`src/verilog/dic_consts.svh`:
```
`ifndef DIC_CONSTS_SVH
`define DIC_CONSTS_SVH
// ************************************************************
// register byte offsets
// ************************************************************
`define DIC_ADR_CTRL     8'h00
`define DIC_ADR_STATUS   8'h04
`define DIC_ADR_FCOUNT   8'h08
`define DIC_ADR_FTIME    8'h0C
`define DIC_ADR_LIFE     8'h10
// ************************************************************
// control register fields
// ************************************************************
`define DIC_CTL_MACRO_LSB 0
`define DIC_CTL_MACRO_MSB 2
`define DIC_CTL_SRC_LSB   4
`define DIC_CTL_SRC_MSB   5
`define DIC_CTL_KPD_AUTO  8
`define DIC_CTL_PWR_AUTO  9
`define DIC_CTL_BUS_RUN   12
`define DIC_CTL_BUS_REV   13
`define DIC_CTL_KPD_START 14
`define DIC_CTL_KPD_STOP  15
`define DIC_CTL_RESET     32'h0000_0000
// ************************************************************
// timing: seconds and hours from a 250 MHz clock
// ************************************************************
`define DIC_CLK_HZ        250000000
`define DIC_SEC_CYCLES    32'(`DIC_CLK_HZ)
`define DIC_HOUR_SECONDS  32'(3600)
`endif

```
`src/verilog/dic_pkg.sv`:
```
`default_nettype none
package dic_pkg;
  // control source of the drive
  typedef enum logic [1:0] {
    DIC_SRC_TERMINAL,
    DIC_SRC_KEYPAD,
    DIC_SRC_FIELDBUS
  } dic_src_e;
  // raw terminal inputs
  typedef struct packed {
    logic fire_mode;
    logic di4;
    logic di3;
    logic di2;
    logic di1;
  } dic_term_s;
  // decoded drive command
  typedef struct packed {
    logic run;
    logic reverse_select;
    logic fast_stop;
  } dic_cmd_s;
endpackage
`default_nettype wire

```
`src/verilog/dic_decoder.sv`:
```
`include "dic_consts.svh"
`default_nettype none
module dic_decoder (
  // clock and reset
  input  wire logic              clk_i,
  input  wire logic              rst_i,
  // wishbone slave
  input  wire logic              cyc_i,
  input  wire logic              stb_i,
  input  wire logic              we_i,
  input  wire logic [7:0]        adr_i,
  input  wire logic [3:0]        sel_i,
  input  wire logic [31:0]       dat_i,
  output logic      [31:0]       dat_o,
  output logic                   ack_o,
  // terminals
  input  wire dic_pkg::dic_term_s term_i,
  // command to motor control
  output dic_pkg::dic_cmd_s      cmd_o
);
  import dic_pkg::*;

  // ************************************************************
  // register bus
  // ************************************************************
  logic [31:0] ctrl_reg;
  logic        ack_reg;
  logic [31:0] rdat_reg;
  logic [31:0] fcount_reg;
  logic [31:0] ftime_reg;
  logic [31:0] life_reg;
  logic        run_reg;
  logic        rev_reg;
  logic        fast_reg;
  logic        armed_reg;
  logic        req;

  function automatic logic [31:0] merge(input logic [31:0] old,
                                        input logic [31:0] nw,
                                        input logic [3:0]  sel);
    logic [31:0] r;
    r = old;
    for (int i = 0; i < 4; i++) begin
      if (sel[i]) begin
        r[i*8 +: 8] = nw[i*8 +: 8];
      end
    end
    return r;
  endfunction

  // single wait state answer; ack drops the cycle after it is given
  assign req = cyc_i && stb_i && !ack_reg;

  always_ff @(posedge clk_i) begin
    if (rst_i) begin
      ack_reg <= 1'b0;
    end else begin
      ack_reg <= req;
    end
  end

  always_ff @(posedge clk_i) begin
    if (rst_i) begin
      ctrl_reg <= `DIC_CTL_RESET;
    end else if (req && we_i && adr_i == `DIC_ADR_CTRL) begin
      ctrl_reg <= merge(ctrl_reg, dat_i, sel_i);
    end else begin
      // keypad start/stop are one-shot bits
      ctrl_reg[`DIC_CTL_KPD_START] <= 1'b0;
      ctrl_reg[`DIC_CTL_KPD_STOP]  <= 1'b0;
    end
  end

  always_ff @(posedge clk_i) begin
    if (rst_i) begin
      rdat_reg <= 32'h0000_0000;
    end else if (req && !we_i) begin
      unique case (adr_i)
        `DIC_ADR_CTRL:   rdat_reg <= ctrl_reg;
        `DIC_ADR_STATUS: rdat_reg <= {28'h0000000, armed_reg, fast_reg,
                                      rev_reg, run_reg};
        `DIC_ADR_FCOUNT: rdat_reg <= fcount_reg;
        `DIC_ADR_FTIME:  rdat_reg <= ftime_reg;
        `DIC_ADR_LIFE:   rdat_reg <= life_reg;
        default:         rdat_reg <= 32'h0000_0000;
      endcase
    end
  end

  assign ack_o = ack_reg;
  assign dat_o = rdat_reg;

  // ************************************************************
  // input sampling and edges
  // ************************************************************
  dic_term_s t_reg;
  dic_term_s tp_reg;
  dic_term_s rise;
  dic_term_s fall;

  // inputs are already synchronous; one stage keeps the previous sample
  always_ff @(posedge clk_i) begin
    if (rst_i) begin
      t_reg  <= 5'h00;
      tp_reg <= 5'h00;
    end else begin
      t_reg  <= term_i;
      tp_reg <= t_reg;
    end
  end

  assign rise = t_reg & ~tp_reg;
  assign fall = ~t_reg & tp_reg;

  // ************************************************************
  // macro routing
  // ************************************************************
  logic [2:0] macro;
  dic_src_e   src;
  logic       kpd_auto;
  logic       pwr_auto;
  logic       lvl_run;
  logic       lvl_rev;
  logic       set_run;
  logic       set_rev;
  logic       do_stop;
  logic       do_fast;
  logic       latched;
  logic       enable;

  assign macro    = ctrl_reg[`DIC_CTL_MACRO_MSB:`DIC_CTL_MACRO_LSB];
  assign src      = dic_src_e'(ctrl_reg[`DIC_CTL_SRC_MSB:`DIC_CTL_SRC_LSB]);
  assign kpd_auto = ctrl_reg[`DIC_CTL_KPD_AUTO];
  assign pwr_auto = ctrl_reg[`DIC_CTL_PWR_AUTO];
  assign enable   = t_reg.di1;

  always_comb begin
    latched = 1'b1;
    lvl_run = 1'b0;
    lvl_rev = rev_reg;
    set_run = 1'b0;
    set_rev = rev_reg;
    do_stop = 1'b0;
    do_fast = 1'b0;
    unique case (macro)
      3'h0: begin
        lvl_run = t_reg.di1 && t_reg.di2;
        // di3 closed selects reverse, open selects forward
        lvl_rev = t_reg.di3;
      end
      3'h1: begin
        // di1 stop, di2 run forward, di3 run reverse
        lvl_run = t_reg.di1 && (t_reg.di2 ^ t_reg.di3);
        lvl_rev = t_reg.di3 ? 1'b1 : (t_reg.di2 ? 1'b0 : rev_reg);
      end
      3'h2: begin
        // di1 nc stop, di2 start fwd, di3 start rev
        latched = 1'b0;
        do_stop = fall.di1 || !t_reg.di1;
        set_run = t_reg.di1 && (rise.di2 || rise.di3);
        set_rev = rise.di3 ? 1'b1 : (rise.di2 ? 1'b0 : rev_reg);
        do_fast = fall.di4;
      end
      3'h3: begin
        // di1 nc stop; di2+di3 pressed together start, di2+di4 fast stop
        latched = 1'b0;
        do_stop = fall.di1 || !t_reg.di1;
        set_run = t_reg.di1 && t_reg.di2 && t_reg.di3 &&
                  (rise.di2 || rise.di3);
        do_fast = t_reg.di2 && t_reg.di4 &&
                  (rise.di2 || rise.di4);
      end
      default: begin
        // di1 latched run, di2 latched reverse select
        lvl_run = t_reg.di1;
        lvl_rev = t_reg.di2;
      end
    endcase
  end

  // ************************************************************
  // run state
  // ************************************************************
  logic pwr_done_reg;
  logic run_next;
  logic bus_run;
  logic sampled_reg;
  logic bus_prev_reg;

  // the first sample after reset is the reset value, not the contact
  always_ff @(posedge clk_i) begin
    if (rst_i) begin
      sampled_reg <= 1'b0;
    end else begin
      sampled_reg <= 1'b1;
    end
  end

  // a run bit set before enable arrived stays ignored until cleared and set again
  always_ff @(posedge clk_i) begin
    if (rst_i) begin
      bus_prev_reg <= 1'b0;
    end else begin
      bus_prev_reg <= ctrl_reg[`DIC_CTL_BUS_RUN];
    end
  end

  assign bus_run = ctrl_reg[`DIC_CTL_BUS_RUN] && !bus_prev_reg &&
                   enable;

  always_comb begin
    run_next = run_reg;
    unique case (src)
      DIC_SRC_KEYPAD: begin
        if (!enable || ctrl_reg[`DIC_CTL_KPD_STOP]) begin
          run_next = 1'b0;
        end else if (rise.di1 && kpd_auto) begin
          run_next = 1'b1;
        end else if (armed_reg && ctrl_reg[`DIC_CTL_KPD_START]) begin
          run_next = 1'b1;
        end
      end
      DIC_SRC_FIELDBUS: begin
        if (!enable || !ctrl_reg[`DIC_CTL_BUS_RUN]) begin
          run_next = 1'b0;
        end else if (bus_run) begin
          run_next = 1'b1;
        end
      end
      default: begin
        if (latched) begin
          run_next = lvl_run && (pwr_done_reg || !lvl_run || pwr_auto);
        end else if (do_stop || do_fast) begin
          run_next = 1'b0;
        end else if (set_run) begin
          run_next = 1'b1;
        end
      end
    endcase
  end

  // power-on: a run level already present waits for a fresh close
  always_ff @(posedge clk_i) begin
    if (rst_i) begin
      pwr_done_reg <= 1'b0;
    end else if ((sampled_reg && !lvl_run) || pwr_auto) begin
      pwr_done_reg <= 1'b1;
    end
  end

  always_ff @(posedge clk_i) begin
    if (rst_i) begin
      armed_reg <= 1'b0;
    end else begin
      armed_reg <= (src == DIC_SRC_KEYPAD) && enable && !kpd_auto;
    end
  end

  always_ff @(posedge clk_i) begin
    if (rst_i) begin
      run_reg  <= 1'b0;
      rev_reg  <= 1'b0;
      fast_reg <= 1'b0;
    end else begin
      run_reg  <= run_next;
      if (src == DIC_SRC_FIELDBUS) begin
        rev_reg <= ctrl_reg[`DIC_CTL_BUS_REV];
      end else if (src == DIC_SRC_TERMINAL) begin
        rev_reg <= latched ? lvl_rev : set_rev;
      end
      if (do_fast && src == DIC_SRC_TERMINAL) begin
        fast_reg <= 1'b1;
      end else if (run_next) begin
        fast_reg <= 1'b0;
      end
    end
  end

  assign cmd_o = '{run: run_reg, reverse_select: rev_reg,
                   fast_stop: fast_reg};

  // ************************************************************
  // fire mode and lifetime logs
  // ************************************************************
  logic [31:0] fsec_reg;
  logic [31:0] lsec_reg;
  logic [31:0] lhsec_reg;

  always_ff @(posedge clk_i) begin
    if (rst_i) begin
      fcount_reg <= 32'h0000_0000;
    end else if (rise.fire_mode) begin
      fcount_reg <= fcount_reg + 32'h0000_0001;
    end
  end

  // fire time counted in seconds; a second is one clock-rate count
  always_ff @(posedge clk_i) begin
    if (rst_i) begin
      fsec_reg  <= 32'h0000_0000;
      ftime_reg <= 32'h0000_0000;
    end else if (t_reg.fire_mode) begin
      if (fsec_reg == `DIC_SEC_CYCLES - 32'h0000_0001) begin
        fsec_reg  <= 32'h0000_0000;
        ftime_reg <= ftime_reg + 32'h0000_0001;
      end else begin
        fsec_reg <= fsec_reg + 32'h0000_0001;
      end
    end
  end

  always_ff @(posedge clk_i) begin
    if (rst_i) begin
      lsec_reg  <= 32'h0000_0000;
      lhsec_reg <= 32'h0000_0000;
      life_reg  <= 32'h0000_0000;
    end else if (lsec_reg == `DIC_SEC_CYCLES - 32'h0000_0001) begin
      lsec_reg <= 32'h0000_0000;
      if (lhsec_reg == `DIC_HOUR_SECONDS - 32'h0000_0001) begin
        lhsec_reg <= 32'h0000_0000;
        life_reg  <= life_reg + 32'h0000_0001;
      end else begin
        lhsec_reg <= lhsec_reg + 32'h0000_0001;
      end
    end else begin
      lsec_reg <= lsec_reg + 32'h0000_0001;
    end
  end

  // ************************************************************
  // checks
  // ************************************************************
  a_nc_stop_falls: assert property (@(posedge clk_i) disable iff (rst_i)
    (src == DIC_SRC_TERMINAL && macro == 3'h2 && fall.di1)
    |=> !run_reg) else $error("nc stop edge did not stop");
  a_latched_stop: assert property (@(posedge clk_i) disable iff (rst_i)
    (src == DIC_SRC_TERMINAL && macro == 3'h0 && !t_reg.di1)
    |=> !run_reg) else $error("open stop still running");
  a_start_edge: assert property (@(posedge clk_i) disable iff (rst_i)
    (src == DIC_SRC_TERMINAL && macro == 3'h2 && t_reg.di1 && rise.di2
     && !fall.di4) |=> run_reg && !rev_reg)
    else $error("start forward ignored");
  a_start_rev: assert property (@(posedge clk_i) disable iff (rst_i)
    (src == DIC_SRC_TERMINAL && macro == 3'h2 && t_reg.di1 && rise.di3
     && !rise.di2 && !fall.di4) |=> run_reg && rev_reg)
    else $error("start reverse ignored");
  a_bus_needs_en: assert property (@(posedge clk_i) disable iff (rst_i)
    (src == DIC_SRC_FIELDBUS && !enable) |=> !run_reg)
    else $error("fieldbus run without enable");
  a_fast_stop: assert property (@(posedge clk_i) disable iff (rst_i)
    (src == DIC_SRC_TERMINAL && macro == 3'h2 && fall.di4)
    |=> fast_reg && !run_reg) else $error("fast stop missed");
  a_fire_count: assert property (@(posedge clk_i) disable iff (rst_i)
    rise.fire_mode |=> fcount_reg == $past(fcount_reg) + 32'h0000_0001)
    else $error("fire activation not counted");
  a_edge_once: assert property (@(posedge clk_i) disable iff (rst_i)
    rise.di2 |=> !rise.di2) else $error("edge repeated");
  a_ack_drop: assert property (@(posedge clk_i) disable iff (rst_i)
    ack_o |=> !ack_o) else $error("ack held too long");
  c_latched_run: cover property (@(posedge clk_i) disable iff (rst_i)
    macro == 3'h0 && run_reg);
  c_pair_start: cover property (@(posedge clk_i) disable iff (rst_i)
    macro == 3'h3 && set_run);
  c_keypad_arm: cover property (@(posedge clk_i) disable iff (rst_i)
    armed_reg ##1 run_reg);
  c_bus_start: cover property (@(posedge clk_i) disable iff (rst_i)
    bus_run ##1 run_reg);
endmodule
`default_nettype wire

```
`config.mk`:
```
export PLATFORM = sky130hd
export DESIGN_NAME = dic_decoder
export DESIGN_NICKNAME = d
export VERILOG_FILES = /design/src/verilog/dic_pkg.sv /design/src/verilog/dic_decoder.sv
export VERILOG_INCLUDE_DIRS = /design/src /design/src/verilog
export SDC_FILE = /design/constraint.sdc
export NUM_CORES = 1
export LEC_CHECK = 0
export ABC_AREA = 0
export BUFFER_PORTS_ARGS = -buffer_cell sky130_fd_sc_hd__buf_4
export CORE_MARGIN = 2
export CORE_UTILIZATION = 40
export DETAILED_ROUTE_END_ITERATION = 12
export GPL_TIMING_DRIVEN = 0
export PLACE_DENSITY = 0.71
export SYNTH_ARGS = -nofsm -noshare
export SYNTH_HDL_FRONTEND = slang
export SYNTH_SLANG_ARGS = --single-unit
```
`constraint.sdc`:
```
create_clock -name clk_i -period 2.5 [get_ports clk_i]
set_clock_uncertainty 0.15 [all_clocks]
set_input_delay 0.5 -clock clk_i [delete_from_list [all_inputs] [get_ports clk_i]]
set_output_delay 0.5 -clock clk_i [all_outputs]
set_load 0.01 [all_outputs]
```
==> results_dict.tcl, run 1 <==
set metrics [dict create \
    cts_sinks 274 \
    ant_nets 0 \
    io_buffers 86 \
    clk_latency_ns 0.56 \
    cts_tree "done" \
    outcome "finished clean" \
    synthDistinctLibCells 64 \
    drc 0 \
    crit_buf_inv 2 \
    grt_usage 0.2051 \
    grt_setup_unrepaired "yes" \
    hold_violations 0 \
    fmax_mhz 403.9 \
    fp.dieW_um 186.4 \
    maxCapViolCount 0 \
    period_minus_slack_ns 2.476 \
    p_seq_frac 0.475 \
    drt_iter0_drc 1186 \
    place_area_mm2 0.01451 \
    dieArea_mm2 0.03474 \
    finalSetupViolCount 0 \
    power_frac_clock 0.493 \
    grt_pass1_wl_mm 59.48 \
    post-route-period-util 0.9903 \
    critPathMaxStageDelay_ns 0.57 \
    synth_area_leader_cell "dfxtp_1" \
    syn_nets 1633 \
    viasPerCell 5.760 \
    r2r_start "fsec_reg[24]" \
    dr.pass1.iters 6 \
    slowest_stage "or4b_4" \
    path_class "reg2reg" \
    core-area_mm2 0.03262 \
    cp-end-kind "register" \
    synth-seq-cells 274 \
    crit_chain "or4b_4 -> nor4_4 -> nand4_1 -> buf_6 -> buf_2 -> or4_1 -> a21oi_1" \
    async_flop_share 0 \
    max-slew-margin-rel 0.3098 \
    critPathMaxFanout 4 \
    internal_power_mw 7.257 \
    r2r.worst_path.cells 7 \
    worst_pin_slew_ns 1.021 \
    nFillCells 3057 \
    powerDensity_mw_per_mm2 575.9 \
    cts_buffers 30 \
    start_util 0.4079 \
    timing.hold.worst.class "in2reg" \
    post-synth-top-count-cell "dfxtp_1" \
    hold_ws_ns 0.01934 \
    grt_pass1_vias 11490 \
    grt_overflow 0 \
    place.gp.congestion 0.9111 \
    drive_gt1_frac 0.1573 \
    switching_share 0.2188 \
    antenna_found_initial 0 \
    synth_edf_count 0 \
    die_y_um 186.4 \
    wl_mm 38.13 \
    grt_max_degree 15 \
    num_antenna_cells 0 \
    critPathLaunchType "register" \
    min_to "ctrl_reg[30]" \
    synth_area_leaders "dfxtp_1 41%, nor2_1 5.8%, mux2i_1 5.3%" \
    finalNonFillerCells 2171 \
    htree_levels 1 \
    crit_start "fsec_reg[24]" \
    syn_to_final_growth_pct 21.23 \
    p_leak_nw 5.556 \
    cp_data_required_time_ns 2.84 \
    cts_root_buf "clkbuf_16" \
    fin_nets 1769 \
    hp-start "dat_i[30]" \
    netlist.area_leader.share 0.4123 \
    placedCellCount 2098 \
    synth.avg_cell_area_um2 8.475 \
    rows 66 \
    fin_area_mm2 0.01613 \
    postSynthCellCount 1570 \
    ys.flop_type "dfxtp_1" \
    cts_buffer_depth 3 \
    ys_seq_area_frac 0.4123 \
    reg2reg_to "ftime_reg[28]" \
    seq_area_mm2 0.005502 \
    power.switching_mw 2.033 \
    power_mw 9.290 \
    wl_per_cell_um 17.56 \
    drv_slew 0 \
    path_delay_family "simple AND/OR/NAND/NOR gates" \
    ir_worst_vdd_v 0.0004884 \
    ios 90 \
    synth_area_mm2 0.01331 \
    dp_hpwl_mm 27.25 \
    r2r_slack_ns 0.02 \
    ys.warnings.count 0 \
    combPwrFrac 0.033 \
    final_util 0.4945 \
    clkTransAtPathRegs_ns 0.06 \
    multiInputGateArea_mm2 0.007586 \
    min_path_cells 3 \
    vias 12500 \
    arrival_ns 2.82 \
    synthTopCellsByCount "274 x dfxtp_1, 206 x nor2_1, 94 x nand2_1, 81 x nand4_1, 80 x a21oi_1" \
]
-- cells in the final DEF, fill, tap and decap left out, drive strengths merged, types with 3 or more instances in the layout --
cell type    synthesis  routed
o31ai               53      53
clkbuf              73     103
nand2               94      94
nor4                50      50
mux2i               71      71
nor2b               15      15
a21oi               80      80
dfxtp              274     274
xnor2               49      49
dlygate4sd3          0       5
nor3                34      34
o22ai                3       3
or2                  5       5
or3                 27      27
and3                22      22
nand4               84      84
nor4b                3       3
mux2                 8       8
bufinv               0       3
nand3               79      79
nor2               207     207
a221oi              32      32
and4                14      14
xor2                52      52
inv                 41      41
and2                11      11
nor3b                4       4
or4                 58      58
ha                   9       9
o21a                 4       4
clkinv               0       7
buf                 24     136
o21ai               63      63
-- repair_timing --
item	4_1_cts	5_1_grt
setup buffers	3	14
endpoints found under the setup margin	182	187
pin swaps	8	31
gates resized for setup	41	88
cloned	0	2
hold buffers	5	0
hold endpoints to repair	5	0
-- worst max-delay path by stage --
| stage | slack [ns] | cells past startpoint | end |
|---|---|---|---|
| after floorplan | 0.13 | 8 | ftime_reg[24] |
| after global placement | -1.01 | 5 | ctrl_reg[7] |
| after detailed placement | -1.01 | 6 | ctrl_reg[25] |
| after CTS | 0.007 | 7 | lhsec_reg[30] |
| after global routing | -0.06 | 7 | ftime_reg[28] |
| final | 0.02 | 7 | ftime_reg[28] |
-- metal layers --
layer,track usage,part of all wire,vias to the layer above
li1,-,-,6024
met4,0.06215,0.025,0
met3,0.03178,0.076,62
met2,0.3210,0.44,446
met1,0.2910,0.46,5972
met5,0,0,-
-- per-stage QoR --
step                      setup slack (ns)  TNS, ns
after floorplan                     0.1269        0
after global placement              -1.012   -77.90
after detailed placement            -1.012   -83.65
after CTS                         0.007408        0
after global routing              -0.05779  -0.4058
final                              0.02421        0
-- area by class of cell --
class,instances,area share
multi-input cells,1158,0.4703
flip-flops and latches,274,0.3411
clock buffers,43,0.05461
repair buffers,110,0.05360
well taps,442,0.03428
plain buffers,91,0.02769
inverters,41,0.009541
clock inverters,12,0.008920
-- cells by family after synthesis --
logic type      after synthesis  synth area share
flops                       274            0.4123
buf+inv                     138           0.04156
fa+ha+maj                     9          0.008464
simple gates                720            0.2936
xor+xnor                    101           0.06648
compound gates              249            0.1175
mux                          79           0.06018
-- power by group through the flow --
stage	clock (mW)	sequential, mW	combinational (mW)
3_3_place_gp	0	4.50	0.278
4_1_cts	4.63	4.41	0.298
5_1_grt	4.81	4.41	0.328
3_5_place_dp	0	4.51	0.283
2_1_floorplan	0	4.50	0.144
6_report	4.58	4.41	0.303
-- worst min-delay path, delay by kind of cell --
| family | cells | cell delay, ns |
|---|---|---|
| and+or+nand+nor | 1 | 0.07 |
| muxes | 1 | 0.05 |
| buffers and inverters | 1 | 0.08 |
Power figures use the tool's default switching activity.
==> run 2, diff against run 1 <==
CORE_UTILIZATION = 27   (was 40)
PLACE_DENSITY = 0.55   (was 0.71)
SKIP_CTS_REPAIR_TIMING = 1   (was not set)
==> results_dict.tcl, run 2 (same netlist as run 1, synthesis figures left out) <==
set metrics [dict create \
    outcome "complete, but fails checks" \
    failed_checks "hold timing" \
    r2r_slack_ns 0.08 \
    crit_chain "or4_4 -> or4_4 -> buf_8 -> nor4_4 -> and3_1 -> nor3_2" \
    ir_worst_vdd_v 0.0005144 \
    syn_to_final_growth_pct 24.76 \
    io_buffers 86 \
    drt_iter0_drc 851 \
    grt_pass1_wl_mm 65.38 \
    place.gp.congestion 0.8808 \
    combPwrFrac 0.032 \
    cp-end-kind "register" \
    drv_slew 0 \
    finalSetupViolCount 0 \
    seq_area_mm2 0.005507 \
    slowest_stage "or4_4" \
    cts_root_buf "clkbuf_16" \
    cp_data_required_time_ns 2.81 \
    nFillCells 5047 \
    path_class "reg2reg" \
    hold_ws_ns -0.002214 \
    arrival_ns 2.73 \
    critPathMaxStageDelay_ns 0.59 \
    start_util 0.2729 \
    cts_tree "done" \
    grt_pass1_vias 11710 \
    clkTransAtPathRegs_ns 0.06 \
    r2r.worst_path.cells 6 \
    grt_overflow 0 \
    setup_ws_ns 0.08003 \
    place_ws_ns -1.091 \
    drc 0 \
    p_leak_nw 5.683 \
    cts_sinks 274 \
    wl_mm 41.93 \
    dieArea_mm2 0.05107 \
    dp_hpwl_mm 31.18 \
    grt_usage 0.1603 \
    worst_pin_slew_ns 0.8639 \
    vias 12340 \
    crit_top_cell "or4_4" \
    post-route-period-util 0.9680 \
    viasPerCell 5.144 \
    fp.dieW_um 226.0 \
    r2r_start "lsec_reg[7]" \
    switching_share 0.2171 \
    endpoint "lhsec_reg[20]" \
    reg2reg_to "lhsec_reg[20]" \
    rows 81 \
    drive_gt1_frac 0.1696 \
    power_mw 9.817 \
    power.switching_mw 2.131 \
    power_frac_clock 0.519 \
    crit_start "lsec_reg[7]" \
    hold_violations 1 \
    maxCapViolCount 0 \
    timing.hold.worst.class "in2reg" \
    critPathLaunchType "register" \
    layout_commonest_cell "dfxtp_1" \
    fin_nets 1771 \
    clk_latency_ns 0.59 \
    cts_buffer_depth 3 \
    critPathMaxFanout 9 \
    wl_per_cell_um 17.48 \
    core-area_mm2 0.04875 \
    die_y_um 226.0 \
    ant_nets 0 \
    multiInputGateArea_mm2 0.007662 \
    cts_buffers 31 \
    dr.pass1.iters 5 \
    internal_power_mw 7.686 \
    mostFrequentLayoutCells "257 x dfxtp_1, 203 x nor2_1, 112 x buf_4" \
    max-slew-margin-rel 0.4241 \
    ios 90 \
    setup-tns-final_ns 0 \
    period_minus_slack_ns 2.420 \
    min_path_cells 2 \
    powerDensity_mw_per_mm2 591.4 \
    htree_levels 1 \
    final_util 0.3405 \
    fmax_mhz 413.2 \
    grt_max_degree 16 \
    p_seq_frac 0.449 \
    antenna_found_initial 1 \
]
run 2: cell types whose count changed in the layout (fill, tap and decap cells not counted), moves of 6 or more:
| cell | previous run | this run |
|---|---|---|
| clkbuf_1 | 55 | 47 |
| dfxtp_2 | 10 | 17 |
| buf_4 | 106 | 112 |
| dfxtp_1 | 263 | 257 |
| nor4_4 | 7 | 13 |
run 2: critical path, delay by kind of cell (launching register included):
kind | cells | cell delay, ns
buf+inv | 1 | 0.18
flops | 1 | 0.35
simple gates | 5 | 1.63
run 2: worst min-delay path by stage:
| stage | to | start | slack (ns) |
|---|---|---|---|
| floorplan | lsec_reg[0] | lsec_reg[0] | 0.29 |
| global placement | dat_o[8] | dat_o[8] | 0.29 |
| detailed placement | dat_o[8] | dat_o[8] | 0.30 |
| CTS | t_reg[4] | term_i[4] | -0.05 |
| global route | t_reg[2] | term_i[2] | 0.0004 |
| finish | t_reg[2] | term_i[2] | -0.002 |
run 2: metal layers:
layer  part of all wire  global-route usage  vias to the layer above  wire [µm]
met2               0.46              0.2652                      318      19310
met4              0.022             0.04016                        0        913
met1               0.46              0.2149                     5929      19420
met5                  0                   0                        -          0
met3              0.055             0.02862                       62       2287
li1                   -                   -                     6027          -
run 2: power groups by stage:
stage | Sequential [mW] | Clock [mW] | Combinational (mW)
2_1_floorplan | 4.50 | 0 | 0.144
3_5_place_dp | 4.50 | 0 | 0.295
4_1_cts | 4.41 | 5.23 | 0.296
5_1_grt | 4.41 | 5.36 | 0.339
6_report | 4.41 | 5.09 | 0.314
3_3_place_gp | 4.50 | 0 | 0.293
run 2: final cells by class:
class | count | area share
Antenna cell | 1 | 0.0001507
Buffer | 89 | 0.02676
Clock buffer | 41 | 0.05261
Clock inverter | 17 | 0.01628
Inverter | 41 | 0.009271
Multi-Input combinational cell | 1159 | 0.4616
Sequential cell | 274 | 0.3317
Tap cell | 664 | 0.05005
Timing Repair Buffer | 112 | 0.05156
run 2: stage by stage:
stage               cells  hold slack [ns]  cell area [µm²]
finish               2398        -0.002214            16600
global route         2397        0.0003574            16600
CTS                  2378         -0.04606            15930
detailed placement   2320           0.2950            14780
global placement     2320           0.2927            14780
floorplan            1570           0.2915            13310
==> run 3, diff against run 2 <==
PLACE_DENSITY = not set   (was 0.55)
==> results_dict.tcl, run 3 (same netlist as run 1, synthesis figures left out) <==
set metrics [dict create \
    finalNonFillerCells 2390 \
    grt_usage 0.1545 \
    grt_overflow 0 \
    p_leak_nw 5.539 \
    rows 81 \
    wl_mm 41.01 \
    cp-end-kind "register" \
    dieArea_mm2 0.05107 \
    timing.hold.worst.class "in2reg" \
    htree_levels 1 \
    nFillCells 5008 \
    layout_commonest_cell "dfxtp_1" \
    dp_hpwl_mm 30.40 \
    grt_pass1_wl_mm 62.71 \
    hold_ws_ns 0.0002713 \
    multiInputGateArea_mm2 0.007581 \
    outcome "finished clean" \
    syn_to_final_growth_pct 22.49 \
    mostFrequentLayoutCells "265 x dfxtp_1, 205 x nor2_1, 107 x buf_4" \
    seq_area_mm2 0.005497 \
    path_class "reg2reg" \
    path_delay_family "simple AND/OR/NAND/NOR gates" \
    clkTransAtPathRegs_ns 0.06 \
    core-area_mm2 0.04875 \
    antenna_found_initial 2 \
    critPathMaxFanout 10 \
    fmax_mhz 406.7 \
    drv_slew 0 \
    period_minus_slack_ns 2.459 \
    ios 90 \
    arrival_ns 2.80 \
    vias 12450 \
    io_buffers 86 \
    maxCapViolCount 0 \
    drive_gt1_frac 0.1542 \
    dr.pass1.iters 5 \
    critPathMaxStageDelay_ns 0.59 \
    cts_sinks 274 \
    grt_pass1_vias 11380 \
    viasPerCell 5.210 \
    clk_latency_ns 0.57 \
    grt_max_degree 15 \
    wl_per_cell_um 17.16 \
    ir_worst_vdd_v 0.0004439 \
    power_mw 9.094 \
    place.gp.congestion 0.8830 \
    fin_nets 1769 \
    hold_violations 0 \
    setup-tns-final_ns 0 \
    ant_nets 0 \
    worst_pin_slew_ns 0.8917 \
    drc 0 \
    placedCellCount 2320 \
    cp_data_required_time_ns 2.84 \
    finalSetupViolCount 0 \
    fp.dieW_um 226.0 \
    crit_chain "or4_4 -> nor2_4 -> nand4bb_4 -> buf_6 -> or4_1 -> a21oi_1" \
    critPathLaunchType "register" \
    crit_buf_inv 1 \
    max-slew-margin-rel 0.4000 \
    cts_tree "done" \
    powerDensity_mw_per_mm2 558.0 \
    post-route-period-util 0.9835 \
    cts_buffers 31 \
    cts_root_buf "clkbuf_16" \
    cts_buffer_depth 3 \
    slowest_stage "or4_4" \
    drt_iter0_drc 881 \
    start_util 0.2729 \
    die_y_um 226.0 \
]
run 3: changes by cell type in the layout (fill, tap and decap cells not counted), moves of 3 or more:
cell	before	now
buf_2	15	20
buf_4	112	107
bufinv_16	7	1
clkbuf_4	4	1
dfxtp_1	257	265
dfxtp_2	17	9
nor4_2	8	11
nor4_4	13	9
o31ai_1	41	44
o31ai_2	12	9
run 3: power by group:
part	internal, mW	total, mW	switching [mW]
logic	0.127	0.318	0.191
clock network	2.52	4.36	1.84
registers	4.39	4.41	0.0216
total	7.04	9.09	2.06
run 3: worst paths after layout:
check / startpoint / end / slack (ns) / depth (start not counted)
worst max register to register: lsec_reg[7] / life_reg[13] / 0.04 / 6
worst min register to register: dat_o[22] / dat_o[22] / 0.30 / 2
worst min-delay path: term_i[0] / enable / 0.0003 / 2
worst max-delay path: lsec_reg[7] / life_reg[13] / 0.04 / 6
run 3: layout make-up:
type                            count  area share
Antenna cell                        1   0.0001535
Buffer                             90     0.02702
Multi-Input combinational cell   1159      0.4651
Clock inverter                     10    0.004606
Sequential cell                   274      0.3372
Tap cell                          664     0.05098
Inverter                           41    0.009443
Timing Repair Buffer              109     0.05159
Clock buffer                       42     0.05382
run 3: metrics by stage:
stage | setup slack [ns] | util | instance area, µm²
global placement | -1.004 | 0.3032 | 14780
finish | 0.04122 | 0.3343 | 16300
CTS | -0.9276 | 0.3228 | 15730
detailed placement | -1.013 | 0.3032 | 14780
global route | -0.07390 | 0.3343 | 16300
floorplan | 0.1269 | - | 13310
run 3: layer usage:
layer,vias up,global-route usage,wire length (µm)
met5,-,0,16
met4,2,0.04209,654
met3,41,0.02979,2606
li1,6023,-,-
met2,365,0.2520,19230
met1,6022,0.2074,18500
